`src/rtl/vcatr_defs.vh`:
```
// register offsets, field positions, reset values and timing counts
// of the oscillator calibration and converter timing register bank.
// assumes inclusion by bare name from rtl/ files.
`ifndef VCATR_DEFS_VH
`define VCATR_DEFS_VH

// ------------------------------------------------------------------
// serial frame layout
// ------------------------------------------------------------------
`define VCATR_ADDR_W          15
`define VCATR_FRAME_BITS      5'h18
`define VCATR_ADDR_LAST_BIT   5'h0F
`define VCATR_DATA_LAST_BIT   5'h17

// ------------------------------------------------------------------
// register offsets
// ------------------------------------------------------------------
`define VCATR_OFS_DECISION    15'h0037
`define VCATR_OFS_DAC_LO      15'h0038
`define VCATR_OFS_DAC_HI      15'h0039
`define VCATR_OFS_LVL_LO      15'h003A
`define VCATR_OFS_LVL_HI      15'h003B
`define VCATR_OFS_CONV_DIV    15'h003E
`define VCATR_OFS_CONV_CTRL   15'h003F
`define VCATR_OFS_MUTE        15'h0040
`define VCATR_OFS_CONV_START  15'h0054
`define VCATR_OFS_STATUS      15'h0058

// ------------------------------------------------------------------
// field positions
// ------------------------------------------------------------------
`define VCATR_DBUF_BIT        7
`define VCATR_CONV_EN_BIT     7
`define VCATR_CONV_PWR_BIT    1
`define VCATR_AUTO_CONV_BIT   0
`define VCATR_START_BIT       0
`define VCATR_ST_CONV_BIT     2
`define VCATR_ST_CAL_BIT      1
`define VCATR_MUTE2_HI        5
`define VCATR_MUTE2_LO        3
`define VCATR_MUTE1_HI        2
`define VCATR_MUTE1_LO        0

// ------------------------------------------------------------------
// reset values
// ------------------------------------------------------------------
`define VCATR_RST_REG         8'h00

// ------------------------------------------------------------------
// timing counts
// ------------------------------------------------------------------
`define VCATR_DECISION_SHIFT  4
`define VCATR_CONV_DIV_SHIFT  2
`define VCATR_CONV_DIV_ADD    15'h0002
`define VCATR_NUM_DECISIONS   3'h7
`define VCATR_CONV_CYCLES     5'h10

`endif

```
`src/rtl/vcatr_spi.v`:
```
// serial register port: 24-bit frames, read flag, 15-bit address, data.
// assumes sclk well below ref_clk / 8; all pins are resynchronised.
`timescale 1ns/1ns
`include "vcatr_defs.vh"
module vcatr_spi (
  input  wire        ref_clk,
  input  wire        rst_n,
  input  wire        spi_sclk,
  input  wire        spi_csb_n,
  input  wire        spi_sdi,
  output reg         spi_sdo,
  output reg         spi_sdo_oe_n,
  input  wire [7:0]  rd_data,
  output reg  [14:0] reg_addr,
  output reg  [7:0]  wr_data,
  output reg         wr_strobe
);

  reg        sclk_s1;
  reg        sclk_s2;
  reg        sclk_s3;
  reg        csb_s1;
  reg        csb_s2;
  reg        sdi_s1;
  reg        sdi_s2;
  reg [4:0]  bit_cnt;
  reg [14:0] shift_in;
  reg [7:0]  shift_out;
  reg        is_read;
  reg        load_pending;
  wire       sclk_rise;
  wire       sclk_fall;

  // ------------------------------------------------------------------
  // pin synchronisers
  // ------------------------------------------------------------------
  always @(posedge ref_clk or negedge rst_n) begin
    if (!rst_n) begin
      sclk_s1 <= 1'b0;
      sclk_s2 <= 1'b0;
      sclk_s3 <= 1'b0;
      csb_s1  <= 1'b1;
      csb_s2  <= 1'b1;
      sdi_s1  <= 1'b0;
      sdi_s2  <= 1'b0;
    end else begin
      sclk_s1 <= spi_sclk;
      sclk_s2 <= sclk_s1;
      sclk_s3 <= sclk_s2;
      csb_s1  <= spi_csb_n;
      csb_s2  <= csb_s1;
      sdi_s1  <= spi_sdi;
      sdi_s2  <= sdi_s1;
    end
  end

  assign sclk_rise = sclk_s2 & ~sclk_s3;
  assign sclk_fall = ~sclk_s2 & sclk_s3;

  // ------------------------------------------------------------------
  // frame engine
  // ------------------------------------------------------------------
  always @(posedge ref_clk or negedge rst_n) begin
    if (!rst_n) begin
      bit_cnt      <= 5'h00;
      shift_in     <= 15'h0000;
      shift_out    <= 8'h00;
      is_read      <= 1'b0;
      load_pending <= 1'b0;
      reg_addr     <= 15'h0000;
      wr_data      <= 8'h00;
      wr_strobe    <= 1'b0;
      spi_sdo      <= 1'b0;
      spi_sdo_oe_n <= 1'b1;
    end else begin
      wr_strobe    <= 1'b0;
      load_pending <= 1'b0;
      if (csb_s2) begin
        bit_cnt      <= 5'h00;
        is_read      <= 1'b0;
        spi_sdo      <= 1'b0;
        spi_sdo_oe_n <= 1'b1;
      end else begin
        if (sclk_rise && (bit_cnt != `VCATR_FRAME_BITS)) begin
          shift_in <= {shift_in[13:0], sdi_s2};
          bit_cnt  <= bit_cnt + 5'h01;
          if (bit_cnt == 5'h00) begin
            is_read <= sdi_s2;
          end
          if (bit_cnt == `VCATR_ADDR_LAST_BIT) begin
            reg_addr     <= {shift_in[13:0], sdi_s2};
            load_pending <= is_read;
          end
          if ((bit_cnt == `VCATR_DATA_LAST_BIT) && !is_read) begin
            wr_data   <= {shift_in[6:0], sdi_s2};
            wr_strobe <= 1'b1;
          end
        end
        // read data is captured one cycle after the address settles
        if (load_pending) begin
          shift_out    <= rd_data;
          spi_sdo_oe_n <= 1'b0;
        end else if (sclk_fall && !spi_sdo_oe_n) begin
          spi_sdo   <= shift_out[7];
          shift_out <= {shift_out[6:0], 1'b0};
        end
      end
    end
  end

endmodule // vcatr_spi

```
`src/rtl/vcatr_timer.v`:
```
// loadable down counter stepped by the divided reference tick.
// assumes load and tick come from logic on ref_clk.
`timescale 1ns/1ns
module vcatr_timer (
  input  wire        ref_clk,
  input  wire        rst_n,
  input  wire        load,
  input  wire [14:0] load_value,
  input  wire        tick,
  output wire        expired
);

  reg [14:0] count;

  // ------------------------------------------------------------------
  // counter
  // ------------------------------------------------------------------
  always @(posedge ref_clk or negedge rst_n) begin
    if (!rst_n) begin
      count <= 15'h0000;
    end else if (load) begin
      count <= load_value;
    end else if (tick && (count != 15'h0000)) begin
      count <= count - 15'h0001;
    end
  end

  // a zero load expires at once, so an unprogrammed phase is skipped
  assign expired = (count == 15'h0000);

endmodule // vcatr_timer

```
`src/rtl/vcatr_top.v`:
```
// oscillator calibration timing and temperature converter control bank.
// assumes div_rclk_tick, cal_start and staged values are on ref_clk.
`timescale 1ns/1ns
`include "vcatr_defs.vh"

//Contract
// - each calibration decision lasts 16 times the decision divider in divided ticks
// - dac settle phase lasts the 15-bit split timeout in divided ticks
// - level control phase is bounded by its 15-bit split timeout
// - dac-timeout bit 7 double buffers manual core, band and bias selections
// - level-timeout bit 7 double buffers invert, bleed current and polarity
// - no conversion unless conversion enable bit 7 and converter enable bit 1
// - auto bit 0 starts a conversion at each calibration start too
// - with auto bit clear, only the start trigger write converts
// - mute register holds out2 mute in bits 5:3, out1 in 2:0
// - writing start register bit 0 begins one conversion
// - status flag reads 1 while a conversion runs
// - status flag reads 1 while a calibration runs
module vcatr_top (
  input  wire        ref_clk,
  input  wire        rst_n,
  input  wire        spi_sclk,
  input  wire        spi_csb_n,
  input  wire        spi_sdi,
  output wire        spi_sdo,
  output wire        spi_sdo_oe_n,
  input  wire        div_rclk_tick,
  input  wire        cal_start,
  input  wire [1:0]  staged_osc_core,
  input  wire [7:0]  staged_osc_band,
  input  wire [3:0]  staged_osc_bias,
  input  wire        staged_output_invert,
  input  wire [7:0]  staged_bleed_current,
  input  wire        staged_bleed_polarity,
  output reg  [1:0]  manual_osc_core,
  output reg  [7:0]  manual_osc_band,
  output reg  [3:0]  manual_osc_bias,
  output reg         output_invert,
  output reg  [7:0]  bleed_current,
  output reg         bleed_polarity,
  output reg         cal_in_progress,
  output reg         cal_phase_settle,
  output reg         cal_phase_decide,
  output reg         cal_phase_level,
  output reg         cal_decision_strobe,
  output reg         cal_done,
  output reg         converter_enabled,
  output reg         conv_clk_tick,
  output reg         conv_in_progress,
  output reg         conv_done,
  output reg  [2:0]  out1_mute_ctrl,
  output reg  [2:0]  out2_mute_ctrl
);

  localparam [3:0] ST_IDLE   = 4'h1;
  localparam [3:0] ST_SETTLE = 4'h2;
  localparam [3:0] ST_DECIDE = 4'h4;
  localparam [3:0] ST_LEVEL  = 4'h8;

  reg  [7:0]  cal_decision_time;
  reg  [7:0]  dac_settle_timeout_lo;
  reg  [7:0]  dac_settle_timeout_hi_dbuf;
  reg  [7:0]  level_ctrl_timeout_lo;
  reg  [7:0]  level_ctrl_timeout_hi_dbuf;
  reg  [7:0]  converter_clock_divider;
  reg  [7:0]  converter_control;
  reg  [7:0]  output_mute_control;
  reg  [3:0]  state;
  reg  [3:0]  next_state;
  reg         next_load;
  reg  [14:0] next_load_value;
  reg  [2:0]  decision_cnt;
  reg  [4:0]  conv_cnt;
  reg  [7:0]  rd_data;
  wire [14:0] reg_addr;
  wire [7:0]  wr_data;
  wire        wr_strobe;
  wire        cal_expired;
  wire        div_expired;
  wire        cal_accept;
  wire        conv_allowed;
  wire        conv_request;
  wire        manual_osc_sel_dbuf;
  wire        delay_ctrl_dbuf;
  wire        auto_conv_on_cal;
  wire        conv_start_trigger;
  wire [14:0] dac_settle_timeout;
  wire [14:0] level_ctrl_timeout;
  wire [14:0] cal_decision_divider;
  wire [14:0] conv_div_value;

  // ------------------------------------------------------------------
  // helpers
  // ------------------------------------------------------------------
  function [14:0] join_timeout;
    input [7:0] hi;
    input [7:0] lo;
    join_timeout = {hi[6:0], lo};
  endfunction

  function hit;
    input [14:0] addr;
    input [14:0] ofs;
    hit = (addr == ofs);
  endfunction

  // ------------------------------------------------------------------
  // serial port
  // ------------------------------------------------------------------
  vcatr_spi u_spi (
    .ref_clk      (ref_clk),
    .rst_n        (rst_n),
    .spi_sclk     (spi_sclk),
    .spi_csb_n    (spi_csb_n),
    .spi_sdi      (spi_sdi),
    .spi_sdo      (spi_sdo),
    .spi_sdo_oe_n (spi_sdo_oe_n),
    .rd_data      (rd_data),
    .reg_addr     (reg_addr),
    .wr_data      (wr_data),
    .wr_strobe    (wr_strobe)
  );

  // ------------------------------------------------------------------
  // register file
  // ------------------------------------------------------------------
  always @(posedge ref_clk or negedge rst_n) begin
    if (!rst_n) begin
      cal_decision_time          <= `VCATR_RST_REG;
      dac_settle_timeout_lo      <= `VCATR_RST_REG;
      dac_settle_timeout_hi_dbuf <= `VCATR_RST_REG;
      level_ctrl_timeout_lo      <= `VCATR_RST_REG;
      level_ctrl_timeout_hi_dbuf <= `VCATR_RST_REG;
      converter_clock_divider    <= `VCATR_RST_REG;
      converter_control          <= `VCATR_RST_REG;
      output_mute_control        <= `VCATR_RST_REG;
    end else if (wr_strobe) begin
      if (hit(reg_addr, `VCATR_OFS_DECISION))  cal_decision_time          <= wr_data;
      if (hit(reg_addr, `VCATR_OFS_DAC_LO))    dac_settle_timeout_lo      <= wr_data;
      if (hit(reg_addr, `VCATR_OFS_DAC_HI))    dac_settle_timeout_hi_dbuf <= wr_data;
      if (hit(reg_addr, `VCATR_OFS_LVL_LO))    level_ctrl_timeout_lo      <= wr_data;
      if (hit(reg_addr, `VCATR_OFS_LVL_HI))    level_ctrl_timeout_hi_dbuf <= wr_data;
      if (hit(reg_addr, `VCATR_OFS_CONV_DIV))  converter_clock_divider    <= wr_data;
      if (hit(reg_addr, `VCATR_OFS_CONV_CTRL)) converter_control          <= wr_data;
      if (hit(reg_addr, `VCATR_OFS_MUTE))      output_mute_control        <= wr_data;
    end
  end

  // read mux; the start trigger reads back zero and unmapped reads zero
  always @* begin
    rd_data = 8'h00;
    if (hit(reg_addr, `VCATR_OFS_DECISION))  rd_data = cal_decision_time;
    if (hit(reg_addr, `VCATR_OFS_DAC_LO))    rd_data = dac_settle_timeout_lo;
    if (hit(reg_addr, `VCATR_OFS_DAC_HI))    rd_data = dac_settle_timeout_hi_dbuf;
    if (hit(reg_addr, `VCATR_OFS_LVL_LO))    rd_data = level_ctrl_timeout_lo;
    if (hit(reg_addr, `VCATR_OFS_LVL_HI))    rd_data = level_ctrl_timeout_hi_dbuf;
    if (hit(reg_addr, `VCATR_OFS_CONV_DIV))  rd_data = converter_clock_divider;
    if (hit(reg_addr, `VCATR_OFS_CONV_CTRL)) rd_data = converter_control;
    if (hit(reg_addr, `VCATR_OFS_MUTE))      rd_data = output_mute_control;
    if (hit(reg_addr, `VCATR_OFS_STATUS)) begin
      rd_data[`VCATR_ST_CONV_BIT] = conv_in_progress;
      rd_data[`VCATR_ST_CAL_BIT]  = cal_in_progress;
    end
  end

  assign manual_osc_sel_dbuf  = dac_settle_timeout_hi_dbuf[`VCATR_DBUF_BIT];
  assign delay_ctrl_dbuf      = level_ctrl_timeout_hi_dbuf[`VCATR_DBUF_BIT];
  assign auto_conv_on_cal     = converter_control[`VCATR_AUTO_CONV_BIT];
  assign dac_settle_timeout   = join_timeout(dac_settle_timeout_hi_dbuf,
                                             dac_settle_timeout_lo);
  assign level_ctrl_timeout   = join_timeout(level_ctrl_timeout_hi_dbuf,
                                             level_ctrl_timeout_lo);
  assign cal_decision_divider = {3'h0, cal_decision_time, 4'h0};
  assign conv_div_value       = {5'h00, converter_clock_divider, 2'h0}
                                + `VCATR_CONV_DIV_ADD;
  assign conv_start_trigger   = wr_strobe && hit(reg_addr, `VCATR_OFS_CONV_START)
                                && wr_data[`VCATR_START_BIT];

  // ------------------------------------------------------------------
  // calibration sequencer
  // ------------------------------------------------------------------
  assign cal_accept = cal_start && (state == ST_IDLE);

  vcatr_timer u_cal_timer (
    .ref_clk    (ref_clk),
    .rst_n      (rst_n),
    .load       (next_load),
    .load_value (next_load_value),
    .tick       (div_rclk_tick),
    .expired    (cal_expired)
  );

  always @* begin
    next_state      = state;
    next_load       = 1'b0;
    next_load_value = 15'h0000;
    case (state)
      ST_IDLE: begin
        if (cal_start) begin
          next_state      = ST_SETTLE;
          next_load       = 1'b1;
          next_load_value = dac_settle_timeout;
        end
      end
      ST_SETTLE: begin
        if (cal_expired) begin
          next_state      = ST_DECIDE;
          next_load       = 1'b1;
          next_load_value = cal_decision_divider;
        end
      end
      ST_DECIDE: begin
        if (cal_expired) begin
          next_load = 1'b1;
          if (decision_cnt == `VCATR_NUM_DECISIONS) begin
            next_state      = ST_LEVEL;
            next_load_value = level_ctrl_timeout;
          end else begin
            next_load_value = cal_decision_divider;
          end
        end
      end
      ST_LEVEL: begin
        if (cal_expired) begin
          next_state = ST_IDLE;
        end
      end
      default: next_state = ST_IDLE;
    endcase
  end

  always @(posedge ref_clk or negedge rst_n) begin
    if (!rst_n) begin
      state               <= ST_IDLE;
      decision_cnt        <= 3'h0;
      cal_in_progress     <= 1'b0;
      cal_phase_settle    <= 1'b0;
      cal_phase_decide    <= 1'b0;
      cal_phase_level     <= 1'b0;
      cal_decision_strobe <= 1'b0;
      cal_done            <= 1'b0;
    end else begin
      state               <= next_state;
      cal_in_progress     <= (next_state != ST_IDLE);
      cal_phase_settle    <= (next_state == ST_SETTLE);
      cal_phase_decide    <= (next_state == ST_DECIDE);
      cal_phase_level     <= (next_state == ST_LEVEL);
      cal_decision_strobe <= (state == ST_DECIDE) && cal_expired;
      cal_done            <= (state == ST_LEVEL) && cal_expired;
      if (state != ST_DECIDE)
        decision_cnt <= 3'h0;
      else if (cal_expired)
        decision_cnt <= decision_cnt + 3'h1;
    end
  end

  // ------------------------------------------------------------------
  // double-buffered controls
  // ------------------------------------------------------------------
  // with bit 7 set, copies move only at calibration start, so no half-written update reaches the oscillator; with it clear they follow every cycle
  always @(posedge ref_clk or negedge rst_n) begin
    if (!rst_n) begin
      manual_osc_core <= 2'h0;
      manual_osc_band <= 8'h00;
      manual_osc_bias <= 4'h0;
      output_invert   <= 1'b0;
      bleed_current   <= 8'h00;
      bleed_polarity  <= 1'b0;
    end else begin
      if (!manual_osc_sel_dbuf || cal_accept) begin
        manual_osc_core <= staged_osc_core;
        manual_osc_band <= staged_osc_band;
        manual_osc_bias <= staged_osc_bias;
      end
      if (!delay_ctrl_dbuf || cal_accept) begin
        output_invert  <= staged_output_invert;
        bleed_current  <= staged_bleed_current;
        bleed_polarity <= staged_bleed_polarity;
      end
    end
  end

  // ------------------------------------------------------------------
  // converter clock and conversion control
  // ------------------------------------------------------------------
  assign conv_allowed = converter_control[`VCATR_CONV_EN_BIT]
                        && converter_control[`VCATR_CONV_PWR_BIT];
  assign conv_request = conv_start_trigger || (cal_accept && auto_conv_on_cal);

  vcatr_timer u_conv_div (
    .ref_clk    (ref_clk),
    .rst_n      (rst_n),
    .load       (!converter_enabled || div_expired),
    .load_value (conv_div_value),
    .tick       (div_rclk_tick),
    .expired    (div_expired)
  );

  always @(posedge ref_clk or negedge rst_n) begin
    if (!rst_n) begin
      converter_enabled <= 1'b0;
      conv_clk_tick     <= 1'b0;
      conv_in_progress  <= 1'b0;
      conv_done         <= 1'b0;
      conv_cnt          <= 5'h00;
      out1_mute_ctrl    <= 3'h0;
      out2_mute_ctrl    <= 3'h0;
    end else begin
      converter_enabled <= converter_control[`VCATR_CONV_PWR_BIT];
      conv_clk_tick     <= converter_enabled && div_expired;
      conv_done         <= 1'b0;
      out1_mute_ctrl    <= output_mute_control[`VCATR_MUTE1_HI:`VCATR_MUTE1_LO];
      out2_mute_ctrl    <= output_mute_control[`VCATR_MUTE2_HI:`VCATR_MUTE2_LO];
      if (!conv_allowed) begin
        // clearing an enable aborts a running conversion without done
        conv_in_progress <= 1'b0;
        conv_cnt         <= 5'h00;
      end else if (!conv_in_progress) begin
        if (conv_request) begin
          conv_in_progress <= 1'b1;
          conv_cnt         <= 5'h00;
        end
      end else if (conv_clk_tick) begin
        if (conv_cnt == (`VCATR_CONV_CYCLES - 5'h01)) begin
          conv_in_progress <= 1'b0;
          conv_done        <= 1'b1;
        end else begin
          conv_cnt <= conv_cnt + 5'h01;
        end
      end
    end
  end

endmodule // vcatr_top

```
`config.mk`:
```
export PLATFORM = sky130hd
export DESIGN_NAME = vcatr_top
export DESIGN_NICKNAME = d
export VERILOG_FILES = /design/src/rtl/vcatr_spi.v /design/src/rtl/vcatr_timer.v /design/src/rtl/vcatr_top.v
export VERILOG_INCLUDE_DIRS = /design/src /design/src/rtl
export SDC_FILE = /design/constraint.sdc
export NUM_CORES = 1
export LEC_CHECK = 0
export BUFFER_PORTS_ARGS = -buffer_cell sky130_fd_sc_hd__buf_2
export CORE_ASPECT_RATIO = 0.75
export CORE_MARGIN = 2
export CORE_UTILIZATION = 54
export CTS_CLUSTER_SIZE = 16
export DETAILED_ROUTE_END_ITERATION = 8
export PLACE_DENSITY_LB_ADDON = 0.3
export SLEW_MARGIN = 15
export SYNTH_ARGS = -nofsm -noshare
export SYNTH_HDL_FRONTEND = slang
export SYNTH_SLANG_ARGS = --single-unit
```
`constraint.sdc`:
```
create_clock -name ref_clk -period 2.4 [get_ports ref_clk]
set_input_delay 0.36 -clock ref_clk [delete_from_list [all_inputs] [get_ports ref_clk]]
set_output_delay 0.36 -clock ref_clk [all_outputs]
set_load 0.01 [all_outputs]
```
==> results.txt <==
* Final Instance Area: 11500 um^2
* Register bit total from synthesis: 208
- Vias in the first global route: 6998
* Final routed DRC violation total: 0
- Relative area change from synthesis to final layout: 19.0%
* Nature of the critical path startpoint: flop
- Final HPWL from detailed placement: 16900 um
- Power density over the cells: 764 nW/um^2
* Starting density of the core: 0.551
* Layout cell share with drive strength beyond 1: 0.333
- Worst slew margin: 0.618
- In the synthesized netlist the dominant register cell turns out to be sky130_fd_sc_hd__dfrtp_1.
* Result of the run: finished, final reports clean
- Maximum number of pins on one net before global-route repair: 65
* Number of filler cells placed in the layout: 1329
* Leakage: 5.31 nW
- Gate Count Post-Synth: 833
- The netlist uses 69 different library cells.
- Vias after detailed routing: 7386
- Max-slew violation total from the final report: 0
- Static timing analysis puts the maximum clock frequency at 0.435 GHz.
- Switching power of the nets: 2.49 mW
- Critical path class: flop to flop
- Ranking of synthesized cells by area: sky130_fd_sc_hd__dfrtp_1, sky130_fd_sc_hd__mux2_2, sky130_fd_sc_hd__nand2_1, sky130_fd_sc_hd__o21ai_0, sky130_fd_sc_hd__nor2_1
- The share of total power dissipated in sequential elements is 0.459.
- After the last flow step, the layout net total stands at 1001.
* Number of iterations in the first detailed-routing pass: 5
- A synthesized cell averages 11.6 um^2.
- STA puts the critical path data arrival time at 2.64 ns.
- Proportion of register bits with asynchronous set or reset after synthesis: 1.00
- Fraction of the yosys area taken by sequential cells: 0.537
* # Max-Cap Violations: 0
* Number of primary I/O pins: 73
- Antenna violations before repair: 0
- Clock sink count: 208
- The worst setup path is captured at a flop.
* Most common cell in the netlist: sky130_fd_sc_hd__dfrtp_1
* Clk slew on worst S/H paths: 0.07 ns
* Switching Fraction: 0.282
- Cell internal power was estimated by the tool at 6.34 mW.
- The share of synthesized area in the top cell type comes to 0.527.
- Final Hold Slack: 0.104 ns
* Antenna cells: 0
* Most common library cells after synthesis: sky130_fd_sc_hd__dfrtp_1, sky130_fd_sc_hd__mux2_2, sky130_fd_sc_hd__nand2_1
- The min-delay analysis places its worst path in the category primary input to flop.
- The number of nets handed over by synthesis was 874.
- GRT Overall Usage: 0.259
- Setup violations remaining at the end of the flow were counted as 0.
* Overall routed net length: 24000 um
- The later pin in the worst-skew pair is clocked with a latency of 0.49 ns.
- The first global-routing pass estimated 39000 um of wire.
- Deepest clock path buffer count: 3
* Final worst-path cycle share: 0.959
* Count of flip-flops with a built-in enable after synthesis: 0
- The count of buffers added on input and output ports is 72.
* Data required time at the worst endpoint: 2.74 ns
- Cell accounting for the most synthesized area: sky130_fd_sc_hd__dfrtp_1
- Average via count per standard cell: 6.07
* Dpl cell area: 10800 um^2
* Core ar.: 17600 um^2
- RSZ-0062 raised after global routing: false
- For the pin with the worst max-slew slack, the measured transition is 0.565 ns.
- Largest voltage drop on the vdd net: 0.373 mV
- Die boundary height: 120 um
* Routed wire per std cell: 19.8 um
- The die is 159 um wide.
- The number of hold violations in the final report came to 0.
- Of the total power, combinational logic draws 0.177.
- Critical Path Fanout Max: 12
- Clock period minus worst slack: 2.30 ns
* H-tree lvl count: 1
* Final-layout setup total negative slack: 0 ns
- Die ar.: 19100 um^2
- Rows: 42
* Number of nets with antenna violations after routing: 0
* Clock share of power: 0.364
- RD Place Congestion: 0.929
* Gr ovfl total: 0
- CTS tree: yes
- Overall power of the completed layout: 8.82 mW
- Num CTS Buffers: 21
- For this run, the number of Yosys warnings is 0.
* Synthesized cell area: 9700 um^2
- First DRT Iteration DRCs: 795
- Root Buffer Master: sky130_fd_sc_hd__clkbuf_16
- Clock skew on the completed layout was measured at 0.00915 ns.
layout make-up:
class | instances | area (um^2) | share of cell area
flip-flops and latches | 208 | 5210 | 0.451
multi-input cells | 564 | 4300 | 0.373
repair buffers | 140 | 965 | 0.0836
clock buffers | 31 | 613 | 0.0531
well taps | 242 | 303 | 0.0262
inverters | 25 | 93.8 | 0.00813
clock inverters | 6 | 57.6 | 0.00499
what timing repair did:
action                                 4_1_cts  5_1_grt
buffers inserted                             0        0
endpoints found under the hold margin       43        0
setup endpoints to repair                    0       31
hold buffers                                 4        0
gates resized for setup                      0       12
worst paths after layout:
path                                   endpoint                 start  slack (ns)  cells after the start
min reg2reg                        u_spi.sdi_s2          u_spi.sdi_s1        0.35                      0
max                        u_cal_timer.count[6]  u_cal_timer.count[1]         0.1                      9
max in group asynchronous              state[0]                 rst_n        1.28                      3
min in group asynchronous          u_spi.sdi_s1                 rst_n        0.38                      2
min                          manual_osc_core[1]    staged_osc_core[1]        0.10                      2
max reg2reg                u_cal_timer.count[6]  u_cal_timer.count[1]         0.1                      9
power by group through the flow:
| stage | sequential (mW) | combinational, mW | clock, mW |
|---|---|---|---|
| after floorplan | 4.01 | 0.919 | 0 |
| after global placement | 4.08 | 1.46 | 0 |
| after detailed placement | 4.09 | 1.50 | 0 |
| after CTS | 4.03 | 1.52 | 3.26 |
| after global routing | 4.08 | 1.71 | 3.43 |
| final | 4.05 | 1.56 | 3.21 |
worst max-delay path: stages (launching register included):
cell                        delay, ns
sky130_fd_sc_hd__dfrtp_1         0.39
sky130_fd_sc_hd__inv_1           0.09
sky130_fd_sc_hd__ha_1            0.20
sky130_fd_sc_hd__nor4b_2         0.16
sky130_fd_sc_hd__buf_4           0.14
sky130_fd_sc_hd__and4_1          0.26
sky130_fd_sc_hd__and3_1          0.20
sky130_fd_sc_hd__buf_12          0.15
sky130_fd_sc_hd__a2111oi_1       0.45
sky130_fd_sc_hd__a221oi_1        0.12
routing by layer:
metal	up-vias	global-route usage	routed length [um]	share of wire
li1	3352	-	-	-
met1	3723	0.410	11500	0.48
met2	280	0.371	10400	0.43
met3	31	0.0456	1720	0.072
met4	0	0.0573	397	0.017
met5	-	0	0	0
metrics by stage:
| step | util | cells | worst slack (ns) |
|---|---|---|---|
| after floorplan | - | 833 | 0.0382 |
| after global placement | 0.612 | 1175 | 0.0753 |
| after detailed placement | 0.612 | 1175 | 0.0515 |
| after CTS | 0.653 | 1216 | 0.0242 |
| after global routing | 0.656 | 1216 | 0.0156 |
| final | 0.656 | 1216 | 0.0988 |
state kept, by name, summed over array words and instances (netlist names), 14 cells and up:
signal,flops
u_spi.shift_in,14
u_spi.reg_addr,15
u_conv_div.count,15
u_cal_timer.count,15
logic make-up after synthesis:
group,Yosys count,share of synthesized area
adders and majority gates,10,0.0129
AOI/OAI and AO/OA,172,0.121
and+or+nand+nor,233,0.136
buffers and inverters,61,0.0243
muxes,132,0.153
DFF,208,0.537
xor gates and xnor gates,17,0.0154
cells in the final DEF, fill, tap and decap left out, drive strengths merged, types with 5 or more instances in the layout:
cell type,Yosys,final
o21ai,37,37
nor4,11,11
nor2b,5,5
nor3,19,19
a22oi,6,6
xor2,7,7
o2bb2ai,8,8
o41ai,7,7
a2bb2oi,8,8
nand2b,12,12
and3,7,7
inv,25,25
buf,8,135
clkbuf,28,32
a211oi,8,8
nor2,50,50
or3b,6,6
a221oi,10,10
or4,6,6
a21oi,32,32
a32oi,6,6
nand2,55,55
o211ai,7,7
a31oi,6,6
mux2i,6,6
o22ai,8,8
nand4,10,10
dfrtp,204,204
nand3,17,17
mux2,126,126
xnor2,10,10
ha,10,10
No activity file was read; power rests on OpenSTA's default activity.
